<file path="src/hdl/reset_sequencer_pkg.sv">
package reset_sequencer_pkg;

  // ---------------------------------------------------------------
  // Timing
  // ---------------------------------------------------------------
  localparam int unsigned CLK_PERIOD_NS = 40;
  localparam int unsigned TIMER_W = 13;
  localparam logic [12:0] STAB_CYCLES = 13'h1000;
  localparam logic [12:0] FETCH_CYCLES = 13'h0002;
  // Pulse widths with plain default values.
  localparam int unsigned WATCHDOG_RESET_PULSE_WIDTH_NS = 1000;
  localparam int unsigned EXTERNAL_RESET_DELAY_NS = 1000;
  localparam logic [12:0] WATCHDOG_PULSE_CYCLES =
    13'((WATCHDOG_RESET_PULSE_WIDTH_NS + CLK_PERIOD_NS - 1) / CLK_PERIOD_NS);
  localparam logic [12:0] EXTERNAL_DELAY_CYCLES =
    13'((EXTERNAL_RESET_DELAY_NS + CLK_PERIOD_NS - 1) / CLK_PERIOD_NS);

  // ---------------------------------------------------------------
  // Reset vector
  // ---------------------------------------------------------------
  localparam logic [15:0] VECTOR_HIGH_ADDR = 16'hfffe;
  localparam logic [15:0] VECTOR_LOW_ADDR = 16'hffff;

  // ---------------------------------------------------------------
  // States and causes
  // ---------------------------------------------------------------
  typedef enum logic [1:0] {
    ST_RUN = 2'b00,
    ST_DELAY = 2'b01,
    ST_STAB = 2'b10,
    ST_FETCH = 2'b11
  } seq_state_t;

  typedef enum logic [2:0] {
    CAUSE_NONE = 3'b000,
    CAUSE_EXTERNAL = 3'b001,
    CAUSE_WATCHDOG = 3'b010,
    CAUSE_POWER_ON = 3'b011,
    CAUSE_VOLTAGE_DROP = 3'b100
  } reset_cause_t;

endpackage

</file>
<file path="src/hdl/reset_phase_timer.sv">
`timescale 1ns/100ps
`default_nettype none
module reset_phase_timer (
  input wire logic ref_clk,
  input wire logic srst,
  input wire logic start,
  input wire logic [12:0] load_value,
  output logic expired
);

  logic [12:0] count_r;

  // ---------------------------------------------------------------
  // Down counter; a load of N-1 lets a phase last N cycles.
  // ---------------------------------------------------------------
  always_ff @(posedge ref_clk) begin
    if (srst) begin
      count_r <= 13'h0000;
    end else if (start) begin
      count_r <= load_value;
    end else if (count_r != 13'h0000) begin
      count_r <= count_r - 13'h0001;
    end
  end

  assign expired = (count_r == 13'h0000);

endmodule
`default_nettype wire

</file>
<file path="src/hdl/reset_sequence_manager.sv">
// Functional notes
// - External pin, low supply and watchdog each start a sequence; pin low during delay.
// - Phases run in order: cause delay, 4096-cycle wait, vector fetch.
// - Vector fetch lasts exactly two cycles right after the wait.
// - Start address comes from the vector pair at the top of memory.
// - Reset pin is input and open-drain output; device only drives low.
// - External pulse is caught without the clock in the run state, even when halted.
// - While the supply is low the reset pin is held low from the cycle after detection, except during the two vector fetch cycles and the run cycle after them.
// - Supply detector uses rising threshold powering up, falling threshold powering down.
// - Watchdog underflow drives the pin low for a fixed pulse width.
// - Main oscillator stays enabled throughout reset.
// - Supply detector exists only when selected at build time.
// - Power-on and voltage-drop sequences are told apart.
`timescale 1ns/100ps
`default_nettype none
module reset_sequence_manager #(
  parameter bit LOW_SUPPLY_DETECTOR_PRESENT = 1'b1
) (
  input wire logic ref_clk,
  input wire logic srst,
  input wire logic rst_pin_in_n,
  output logic rst_pin_out_r,
  output logic rst_pin_oe_n_r,
  input wire logic supply_above_rising_threshold,
  input wire logic supply_above_falling_threshold,
  input wire logic watchdog_underflow,
  output logic internal_reset_r,
  output logic vector_fetch_r,
  output logic [15:0] fetch_addr_r,
  output logic osc_enable_r,
  output reset_sequencer_pkg::reset_cause_t reset_cause_r
);

  reset_sequencer_pkg::seq_state_t state_r, state_nxt;
  reset_sequencer_pkg::reset_cause_t cause_nxt;
  logic supply_low_r, supply_low_nxt, powered_once_r;
  logic ext_seen_r, ext_req, timer_start, timer_expired;
  logic [12:0] timer_load, stab_cnt_r, delay_cnt_r;

  // ---------------------------------------------------------------
  // Low supply detector with hysteresis
  // ---------------------------------------------------------------
  always_comb begin
    if (!LOW_SUPPLY_DETECTOR_PRESENT) begin
      supply_low_nxt = 1'b0;
    end else if (supply_low_r) begin
      supply_low_nxt = !supply_above_rising_threshold;
    end else begin
      supply_low_nxt = !supply_above_falling_threshold;
    end
  end

  always_ff @(posedge ref_clk) begin
    if (srst) begin
      supply_low_r <= LOW_SUPPLY_DETECTOR_PRESENT;
    end else begin
      supply_low_r <= supply_low_nxt;
    end
  end

  // Marks that the supply has been good once, to split power-on from drop.
  always_ff @(posedge ref_clk) begin
    if (srst) begin
      powered_once_r <= 1'b0;
    end else if (!supply_low_r) begin
      powered_once_r <= 1'b1;
    end
  end

  // ---------------------------------------------------------------
  // External pin capture
  // ---------------------------------------------------------------
  // clockless capture
  always_ff @(posedge ref_clk or negedge rst_pin_in_n) begin
    if (!rst_pin_in_n) begin
      ext_seen_r <= 1'b1;
    end else if (srst || state_r != reset_sequencer_pkg::ST_RUN) begin
      ext_seen_r <= 1'b0;
    end
  end

  // The pin is ignored while this block drives it, in the first wait cycle and during vector fetch.
  always_comb begin
    ext_req = 1'b0;
    if (state_r == reset_sequencer_pkg::ST_RUN) begin
      ext_req = ext_seen_r || !rst_pin_in_n;
    end else if (state_r == reset_sequencer_pkg::ST_STAB && stab_cnt_r != 13'h0000) begin
      ext_req = !rst_pin_in_n;
    end
  end

  // ---------------------------------------------------------------
  // Sequencer
  // ---------------------------------------------------------------
  always_comb begin
    state_nxt = state_r;
    cause_nxt = reset_cause_r;
    timer_start = 1'b0;
    timer_load = 13'h0000;
    unique case (state_r)
      reset_sequencer_pkg::ST_RUN: begin
        if (supply_low_r) begin
          state_nxt = reset_sequencer_pkg::ST_DELAY;
          cause_nxt = reset_sequencer_pkg::CAUSE_VOLTAGE_DROP;
        end else if (ext_req) begin
          state_nxt = reset_sequencer_pkg::ST_DELAY;
          cause_nxt = reset_sequencer_pkg::CAUSE_EXTERNAL;
        end else if (watchdog_underflow) begin
          state_nxt = reset_sequencer_pkg::ST_DELAY;
          cause_nxt = reset_sequencer_pkg::CAUSE_WATCHDOG;
        end
      end
      reset_sequencer_pkg::ST_DELAY: begin
        if (!supply_low_r && timer_expired) begin
          state_nxt = reset_sequencer_pkg::ST_STAB;
        end
      end
      reset_sequencer_pkg::ST_STAB: begin
        if (supply_low_r || ext_req) begin
          state_nxt = reset_sequencer_pkg::ST_DELAY;
          cause_nxt = supply_low_r ? reset_sequencer_pkg::CAUSE_VOLTAGE_DROP
                                   : reset_sequencer_pkg::CAUSE_EXTERNAL;
        end else if (timer_expired) begin
          state_nxt = reset_sequencer_pkg::ST_FETCH;
        end
      end
      reset_sequencer_pkg::ST_FETCH: begin
        if (timer_expired) begin
          state_nxt = reset_sequencer_pkg::ST_RUN;
        end
      end
    endcase
    if (cause_nxt == reset_sequencer_pkg::CAUSE_VOLTAGE_DROP && !powered_once_r) begin
      cause_nxt = reset_sequencer_pkg::CAUSE_POWER_ON;
    end
    if (state_nxt != state_r) begin
      timer_start = 1'b1;
      unique case (state_nxt)
        reset_sequencer_pkg::ST_RUN: timer_load = 13'h0000;
        reset_sequencer_pkg::ST_DELAY: begin
          timer_load = (cause_nxt == reset_sequencer_pkg::CAUSE_WATCHDOG)
                       ? reset_sequencer_pkg::WATCHDOG_PULSE_CYCLES - 13'h0001
                       : reset_sequencer_pkg::EXTERNAL_DELAY_CYCLES - 13'h0001;
        end
        reset_sequencer_pkg::ST_STAB: timer_load = reset_sequencer_pkg::STAB_CYCLES - 13'h0001;
        reset_sequencer_pkg::ST_FETCH: timer_load = reset_sequencer_pkg::FETCH_CYCLES - 13'h0001;
      endcase
    end else if (state_r == reset_sequencer_pkg::ST_DELAY && (supply_low_r || !powered_once_r)) begin
      // The delay is counted from the first cycle with a good supply.
      timer_start = 1'b1;
      timer_load = reset_sequencer_pkg::EXTERNAL_DELAY_CYCLES - 13'h0001;
    end
  end

  always_ff @(posedge ref_clk) begin
    if (srst) begin
      state_r <= reset_sequencer_pkg::ST_DELAY;
      reset_cause_r <= reset_sequencer_pkg::CAUSE_POWER_ON;
    end else begin
      state_r <= state_nxt;
      reset_cause_r <= cause_nxt;
    end
  end

  reset_phase_timer phase_timer (
    .ref_clk(ref_clk),
    .srst(srst),
    .start(timer_start),
    .load_value(timer_load),
    .expired(timer_expired)
  );

  // ---------------------------------------------------------------
  // Outputs; pin enable, reset and fetch flag taken from the next state
  // ---------------------------------------------------------------
  always_ff @(posedge ref_clk) begin
    if (srst) begin
      rst_pin_out_r <= 1'b0;
      rst_pin_oe_n_r <= 1'b0;
      internal_reset_r <= 1'b1;
      osc_enable_r <= 1'b1;
    end else begin
      rst_pin_out_r <= 1'b0;
      rst_pin_oe_n_r <= (state_nxt != reset_sequencer_pkg::ST_DELAY);
      internal_reset_r <= (state_nxt != reset_sequencer_pkg::ST_RUN);
      osc_enable_r <= 1'b1;
    end
  end

  always_ff @(posedge ref_clk) begin
    if (srst) begin
      vector_fetch_r <= 1'b0;
      fetch_addr_r <= reset_sequencer_pkg::VECTOR_HIGH_ADDR;
    end else begin
      vector_fetch_r <= (state_nxt == reset_sequencer_pkg::ST_FETCH);
      if (state_nxt == reset_sequencer_pkg::ST_FETCH && state_r == reset_sequencer_pkg::ST_FETCH) begin
        fetch_addr_r <= reset_sequencer_pkg::VECTOR_LOW_ADDR;
      end else begin
        fetch_addr_r <= reset_sequencer_pkg::VECTOR_HIGH_ADDR;
      end
    end
  end

  // ---------------------------------------------------------------
  // Phase length counters
  // ---------------------------------------------------------------
  always_ff @(posedge ref_clk) begin
    if (srst || state_nxt != state_r) begin
      stab_cnt_r <= 13'h0000;
      delay_cnt_r <= 13'h0000;
    end else begin
      stab_cnt_r <= (state_r == reset_sequencer_pkg::ST_STAB) ? stab_cnt_r + 13'h0001 : 13'h0000;
      delay_cnt_r <= (state_r == reset_sequencer_pkg::ST_DELAY) ? delay_cnt_r + 13'h0001 : 13'h0000;
    end
  end

  // ---------------------------------------------------------------
  // Assertions
  // ---------------------------------------------------------------
  property p_delay_pin_low;
    @(posedge ref_clk) disable iff (srst)
    state_r == reset_sequencer_pkg::ST_DELAY |-> !rst_pin_oe_n_r && internal_reset_r;
  endproperty
  a_delay_pin_low: assert property (p_delay_pin_low) else $error("pin not low in delay");
  property p_wait_length;
    @(posedge ref_clk) disable iff (srst)
    (state_r == reset_sequencer_pkg::ST_FETCH && $past(state_r) == reset_sequencer_pkg::ST_STAB)
    |-> $past(stab_cnt_r) == 13'h0fff;
  endproperty
  a_wait_length: assert property (p_wait_length) else $error("wait not 4096 cycles");
  property p_fetch_two;
    @(posedge ref_clk) disable iff (srst)
    (state_r == reset_sequencer_pkg::ST_FETCH && $past(state_r) != reset_sequencer_pkg::ST_FETCH)
    |-> $past(state_r) == reset_sequencer_pkg::ST_STAB ##1 vector_fetch_r ##1
        (!vector_fetch_r && !internal_reset_r);
  endproperty
  a_fetch_two: assert property (p_fetch_two) else $error("fetch not two cycles");
  property p_vector_pair;
    @(posedge ref_clk) disable iff (srst)
    $rose(vector_fetch_r) |-> fetch_addr_r == 16'hfffe ##1 fetch_addr_r == 16'hffff;
  endproperty
  a_vector_pair: assert property (p_vector_pair) else $error("wrong vector address");
  property p_drive_low_only;
    @(posedge ref_clk) disable iff (srst)
    !rst_pin_oe_n_r |-> rst_pin_out_r == 1'b0;
  endproperty
  a_drive_low_only: assert property (p_drive_low_only) else $error("pin driven high");
  property p_ext_enters;
    @(posedge ref_clk) disable iff (srst)
    (state_r == reset_sequencer_pkg::ST_RUN && !rst_pin_in_n) |=> state_r == reset_sequencer_pkg::ST_DELAY;
  endproperty
  a_ext_enters: assert property (p_ext_enters) else $error("external reset missed");
  property p_low_supply_pin;
    @(posedge ref_clk) disable iff (srst)
    supply_low_r [*3] |-> !rst_pin_oe_n_r;
  endproperty
  a_low_supply_pin: assert property (p_low_supply_pin) else $error("pin free while supply low");
  property p_hysteresis;
    @(posedge ref_clk) disable iff (srst)
    (!supply_low_r && supply_above_falling_threshold) |=> !supply_low_r;
  endproperty
  a_hysteresis: assert property (p_hysteresis) else $error("hysteresis broken");
  property p_watchdog_width;
    @(posedge ref_clk) disable iff (srst)
    (state_r == reset_sequencer_pkg::ST_STAB && $past(state_r) == reset_sequencer_pkg::ST_DELAY &&
     reset_cause_r == reset_sequencer_pkg::CAUSE_WATCHDOG)
    |-> $past(delay_cnt_r) == reset_sequencer_pkg::WATCHDOG_PULSE_CYCLES - 13'h0001;
  endproperty
  a_watchdog_width: assert property (p_watchdog_width) else $error("watchdog pulse width wrong");
  property p_osc_running;
    @(posedge ref_clk) disable iff (srst)
    internal_reset_r |-> osc_enable_r;
  endproperty
  a_osc_running: assert property (p_osc_running) else $error("oscillator stopped in reset");
  property p_cause_split;
    @(posedge ref_clk) disable iff (srst)
    (reset_cause_r == reset_sequencer_pkg::CAUSE_VOLTAGE_DROP) |-> powered_once_r;
  endproperty
  a_cause_split: assert property (p_cause_split) else $error("drop reported before power-on");

endmodule
`default_nettype wire

</file>
<file path="config.mk">
export PLATFORM = sky130hd
export DESIGN_NAME = reset_sequence_manager
export DESIGN_NICKNAME = d
export VERILOG_FILES = /design/src/hdl/reset_sequencer_pkg.sv /design/src/hdl/reset_phase_timer.sv /design/src/hdl/reset_sequence_manager.sv
export SDC_FILE = /design/constraint.sdc
export NUM_CORES = 1
export LEC_CHECK = 0
export ABC_AREA = 1
export BUFFER_PORTS_ARGS = -buffer_cell sky130_fd_sc_hd__clkbuf_2
export CAP_MARGIN = 20
export CORE_MARGIN = 4
export CORE_UTILIZATION = 30
export DETAILED_ROUTE_END_ITERATION = 16
export GPL_ROUTABILITY_DRIVEN = 0
export GPL_TIMING_DRIVEN = 0
export SLEW_MARGIN = 20
export SYNTH_ARGS = -nofsm -noshare
export SYNTH_HDL_FRONTEND = slang
export SYNTH_SLANG_ARGS = --single-unit
</file>
<file path="constraint.sdc">
create_clock -name ref_clk -period 3.7 [get_ports ref_clk]
set_clock_uncertainty 0.15 [all_clocks]
set_input_delay 0 -clock ref_clk [delete_from_list [all_inputs] [get_ports ref_clk]]
set_output_delay 0 -clock ref_clk [all_outputs]
set_load 0.01 [all_outputs]
</file>
==> impl_metrics.env <==
export IMPL_status="completed"
export IMPL_leakage_nw=1.19
export IMPL_fp_dieW_um=93.8
export IMPL_wl_um=4250
export IMPL_finalCriticalPeriod_ns=2.61
export IMPL_port_buffers=12
export IMPL_timing_rr_start="phase_timer.count_r[0]$_SDFFE_PP0P_"
export IMPL_setup_viol=0
export IMPL_start_kind="flip-flop"
export IMPL_rows=31
export IMPL_required_ns=3.74
export IMPL_slew_violations=0
export IMPL_endpoint_kind="flip-flop"
export IMPL_dieHeight_um=93.8
export IMPL_antenna_cells=0
export IMPL_maxCapViolations=0
export IMPL_worst_slew_pin_slew_ns=0.521
export IMPL_antenna_found_initial=0
export IMPL_yosys_area_top_type="dfxtp_1"
export IMPL_cts_resized=0
export IMPL_fin_util=0.357
export IMPL_worstPathArrival_ns=2.65
export IMPL_layout_commonest_cell="nand2_1"
export IMPL_firstDrtPassIters=4
export IMPL_rr_worst_depth=15
export IMPL_cp_common_cell="nand2_1"
export IMPL_timing_fmax_mhz=383
export IMPL_drc=0
export IMPL_drive_gt1_frac=0.181
export IMPL_core_um2=7210
export IMPL_cp_endpoint="phase_timer.count_r[0]$_SDFFE_PP0P_"
export IMPL_cpPeakStageDelay_ns=0.32
export IMPL_synthCells=302
export IMPL_hp_class="primary input to async pin"
export IMPL_irDropWorstVdd_uv=155
export IMPL_place_area_um2=2450
export IMPL_cts_root_buffer="clkbuf_8"
export IMPL_synth_area_per_cell_um2=7.31
export IMPL_clk_latency_ns=0.29
export IMPL_dieArea_um2=8790
export IMPL_num_nets_final=355
export IMPL_finalHoldViolCount=0
export IMPL_final_antenna_net_count=0
export IMPL_yosysWarnings=0
export IMPL_gr_usage_all_layers=0.105
export IMPL_synth_cell_type_count=37
export IMPL_via_count=1809
export IMPL_grt_overflow=0
export IMPL_synth_area_um2=2210
export IMPL_maxSlewHeadroom=0.653
export IMPL_power_density_nw_per_um2=440
export IMPL_grt_first_pass_wirelength_um=7490
export IMPL_crit_chain="inv_1 -> ha_1 -> nand3_4 -> nor3_2 -> nand2_1 -> a21oi_2 -> nand2_2 -> nand2_2 -> inv_1 -> ha_1 -> or2_2 -> nand2_1 -> nand2_1 -> nor2_1 -> nor2_1"
export IMPL_path_clk_slew_ns=0.08
export IMPL_seq_area_frac_synth=0.348
export IMPL_crit_fanout=6
export IMPL_grt_pass1_vias=1716
export IMPL_critPathLaunch="phase_timer.count_r[0]$_SDFFE_PP0P_"
export IMPL_cts_buffers=5
export IMPL_synth_edf_count=0
export IMPL_start_util=0.306
export IMPL_r2r_setup_slack_ns=1.09
export IMPL_wire_per_inst_um=9.63
export IMPL_rr_endpoint="phase_timer.count_r[0]$_SDFFE_PP0P_"
export IMPL_ys_flop_type="dfxtp_1"
export IMPL_finalSetupTns_ns=0
export IMPL_cts_tree="done"
export IMPL_final_cell_area_um2=2580
export IMPL_grt_max_degree=12
export IMPL_cts_setup_buffers=0
export IMPL_synth_top_area_frac=0.336
export IMPL_vias_per_cell=4.10
export IMPL_ys_ff_latch=38
export IMPL_rsz0062_at_grt="false"
export IMPL_ios=30
export IMPL_crit_type="flip-flop to flip-flop"
export IMPL_cp_slowest_cell="dfxtp_1"
export IMPL_dp_hpwl_um=3200
export IMPL_h_tree_depth=2
export IMPL_first_iter_violations=101
export IMPL_async_flop_share=0.0263
export IMPL_area_growth_pct=16.8
export IMPL_cts_sinks=38
export IMPL_clk_path_buf_depth=2
export IMPL_synthTopCellsByArea="dfxtp_1, nand2_1, nor2_1"
export IMPL_most_common_layout_cells="nand2_1, nor2_1, dfxtp_1"
export IMPL_fin_crit_sh=0.706
## repair_timing
action,4_1_cts,5_1_grt
endpoints found under the setup margin,0,0
endpoints found under the hold margin,6,0
hold buffers,5,0
## cell type report
class	instances	area, um2
buffer	20	141
clock buffer	8	80.1
fill	796	4640
inverter	39	149
multi-input combinational	220	1210
sequential	38	767
tap	99	124
timing repair buffer	17	110
## cells by family after synthesis
logic type                 count (synthesis)  synth area share
AOI/OAI and AO/OA                         19            0.0482
xor gates and xnor gates                  19            0.0754
adders and majority gates                  8            0.0454
buffers and inverters                     59             0.132
DFF                                       38             0.348
other                                      2           0.00340
and+or+nand+nor                          157             0.349
## flip-flops by register name, summed over array words and instances, names as in the netlist
signal               count
phase_timer.count_r     13
reset_cause_r            3
rst_pin_oe_n_r           1
vector_fetch_r           1
internal_reset_r         1
powered_once_r           1
state_r                  2
stab_cnt_r              13
ext_seen_r               1
supply_low_r             1
fetch_addr_r             1
## synth_stat cells, drive strengths merged (2+ instances only)
cell type,n
nand2,66
nor2,55
inv,38
dfxtp,37
buf,19
xor2,13
nand3,12
nand4,11
a21oi,10
ha,8
nor3,7
o21ai,6
xnor2,6
nor4,3
conb,2
## where the power goes
group	switching, W	internal [W]
clock	0.000142	0.000134
combinational	0.000246	0.000148
sequential	0.0000243	0.000441
## worst max-delay path, delay by kind of cell, from the launching register on
kind | cells | cell delay [ns]
AO/OA/AOI/OAI | 1 | 0.14
adder cells (fa/ha/maj) | 2 | 0.46
buffers and inverters | 2 | 0.17
flip-flops | 1 | 0.32
AND/OR/NAND/NOR | 10 | 1.27
## how the worst min path moves through the flow
stage                       from  slack (ns)                      to  cells after the start
detailed placement  rst_pin_in_n       -0.18  ext_seen_r$_DFFE_PN1P_                      1
floorplan           rst_pin_in_n       -0.30  ext_seen_r$_DFFE_PN1P_                      0
CTS                 rst_pin_in_n        0.04  ext_seen_r$_DFFE_PN1P_                      2
global route        rst_pin_in_n        0.08  ext_seen_r$_DFFE_PN1P_                      2
finish              rst_pin_in_n        0.05  ext_seen_r$_DFFE_PN1P_                      2
global placement    rst_pin_in_n       -0.18  ext_seen_r$_DFFE_PN1P_                      1
## per-layer routing
| layer | part of all wire | GRT usage |
|---|---|---|
| met1 | 0.50 | 0.137 |
| met2 | 0.45 | 0.172 |
| met3 | 0.033 | 0.0264 |
| met4 | 0.012 | 0.0289 |
| met5 | 0 | 0 |
## per-stage QoR
step | hold WS [ns] | worst slack [ns] | total power (W) | cells
floorplan | -0.298 | 1.33 | 0.000789 | 317
global placement | -0.184 | 1.11 | 0.000860 | 428
detailed placement | -0.182 | 1.04 | 0.000867 | 428
CTS | 0.0415 | 1.04 | 0.00115 | 441
global route | 0.0813 | 0.833 | 0.00123 | 441
finish | 0.0523 | 1.09 | 0.00113 | 441
(Power assumes the default switching activity.)
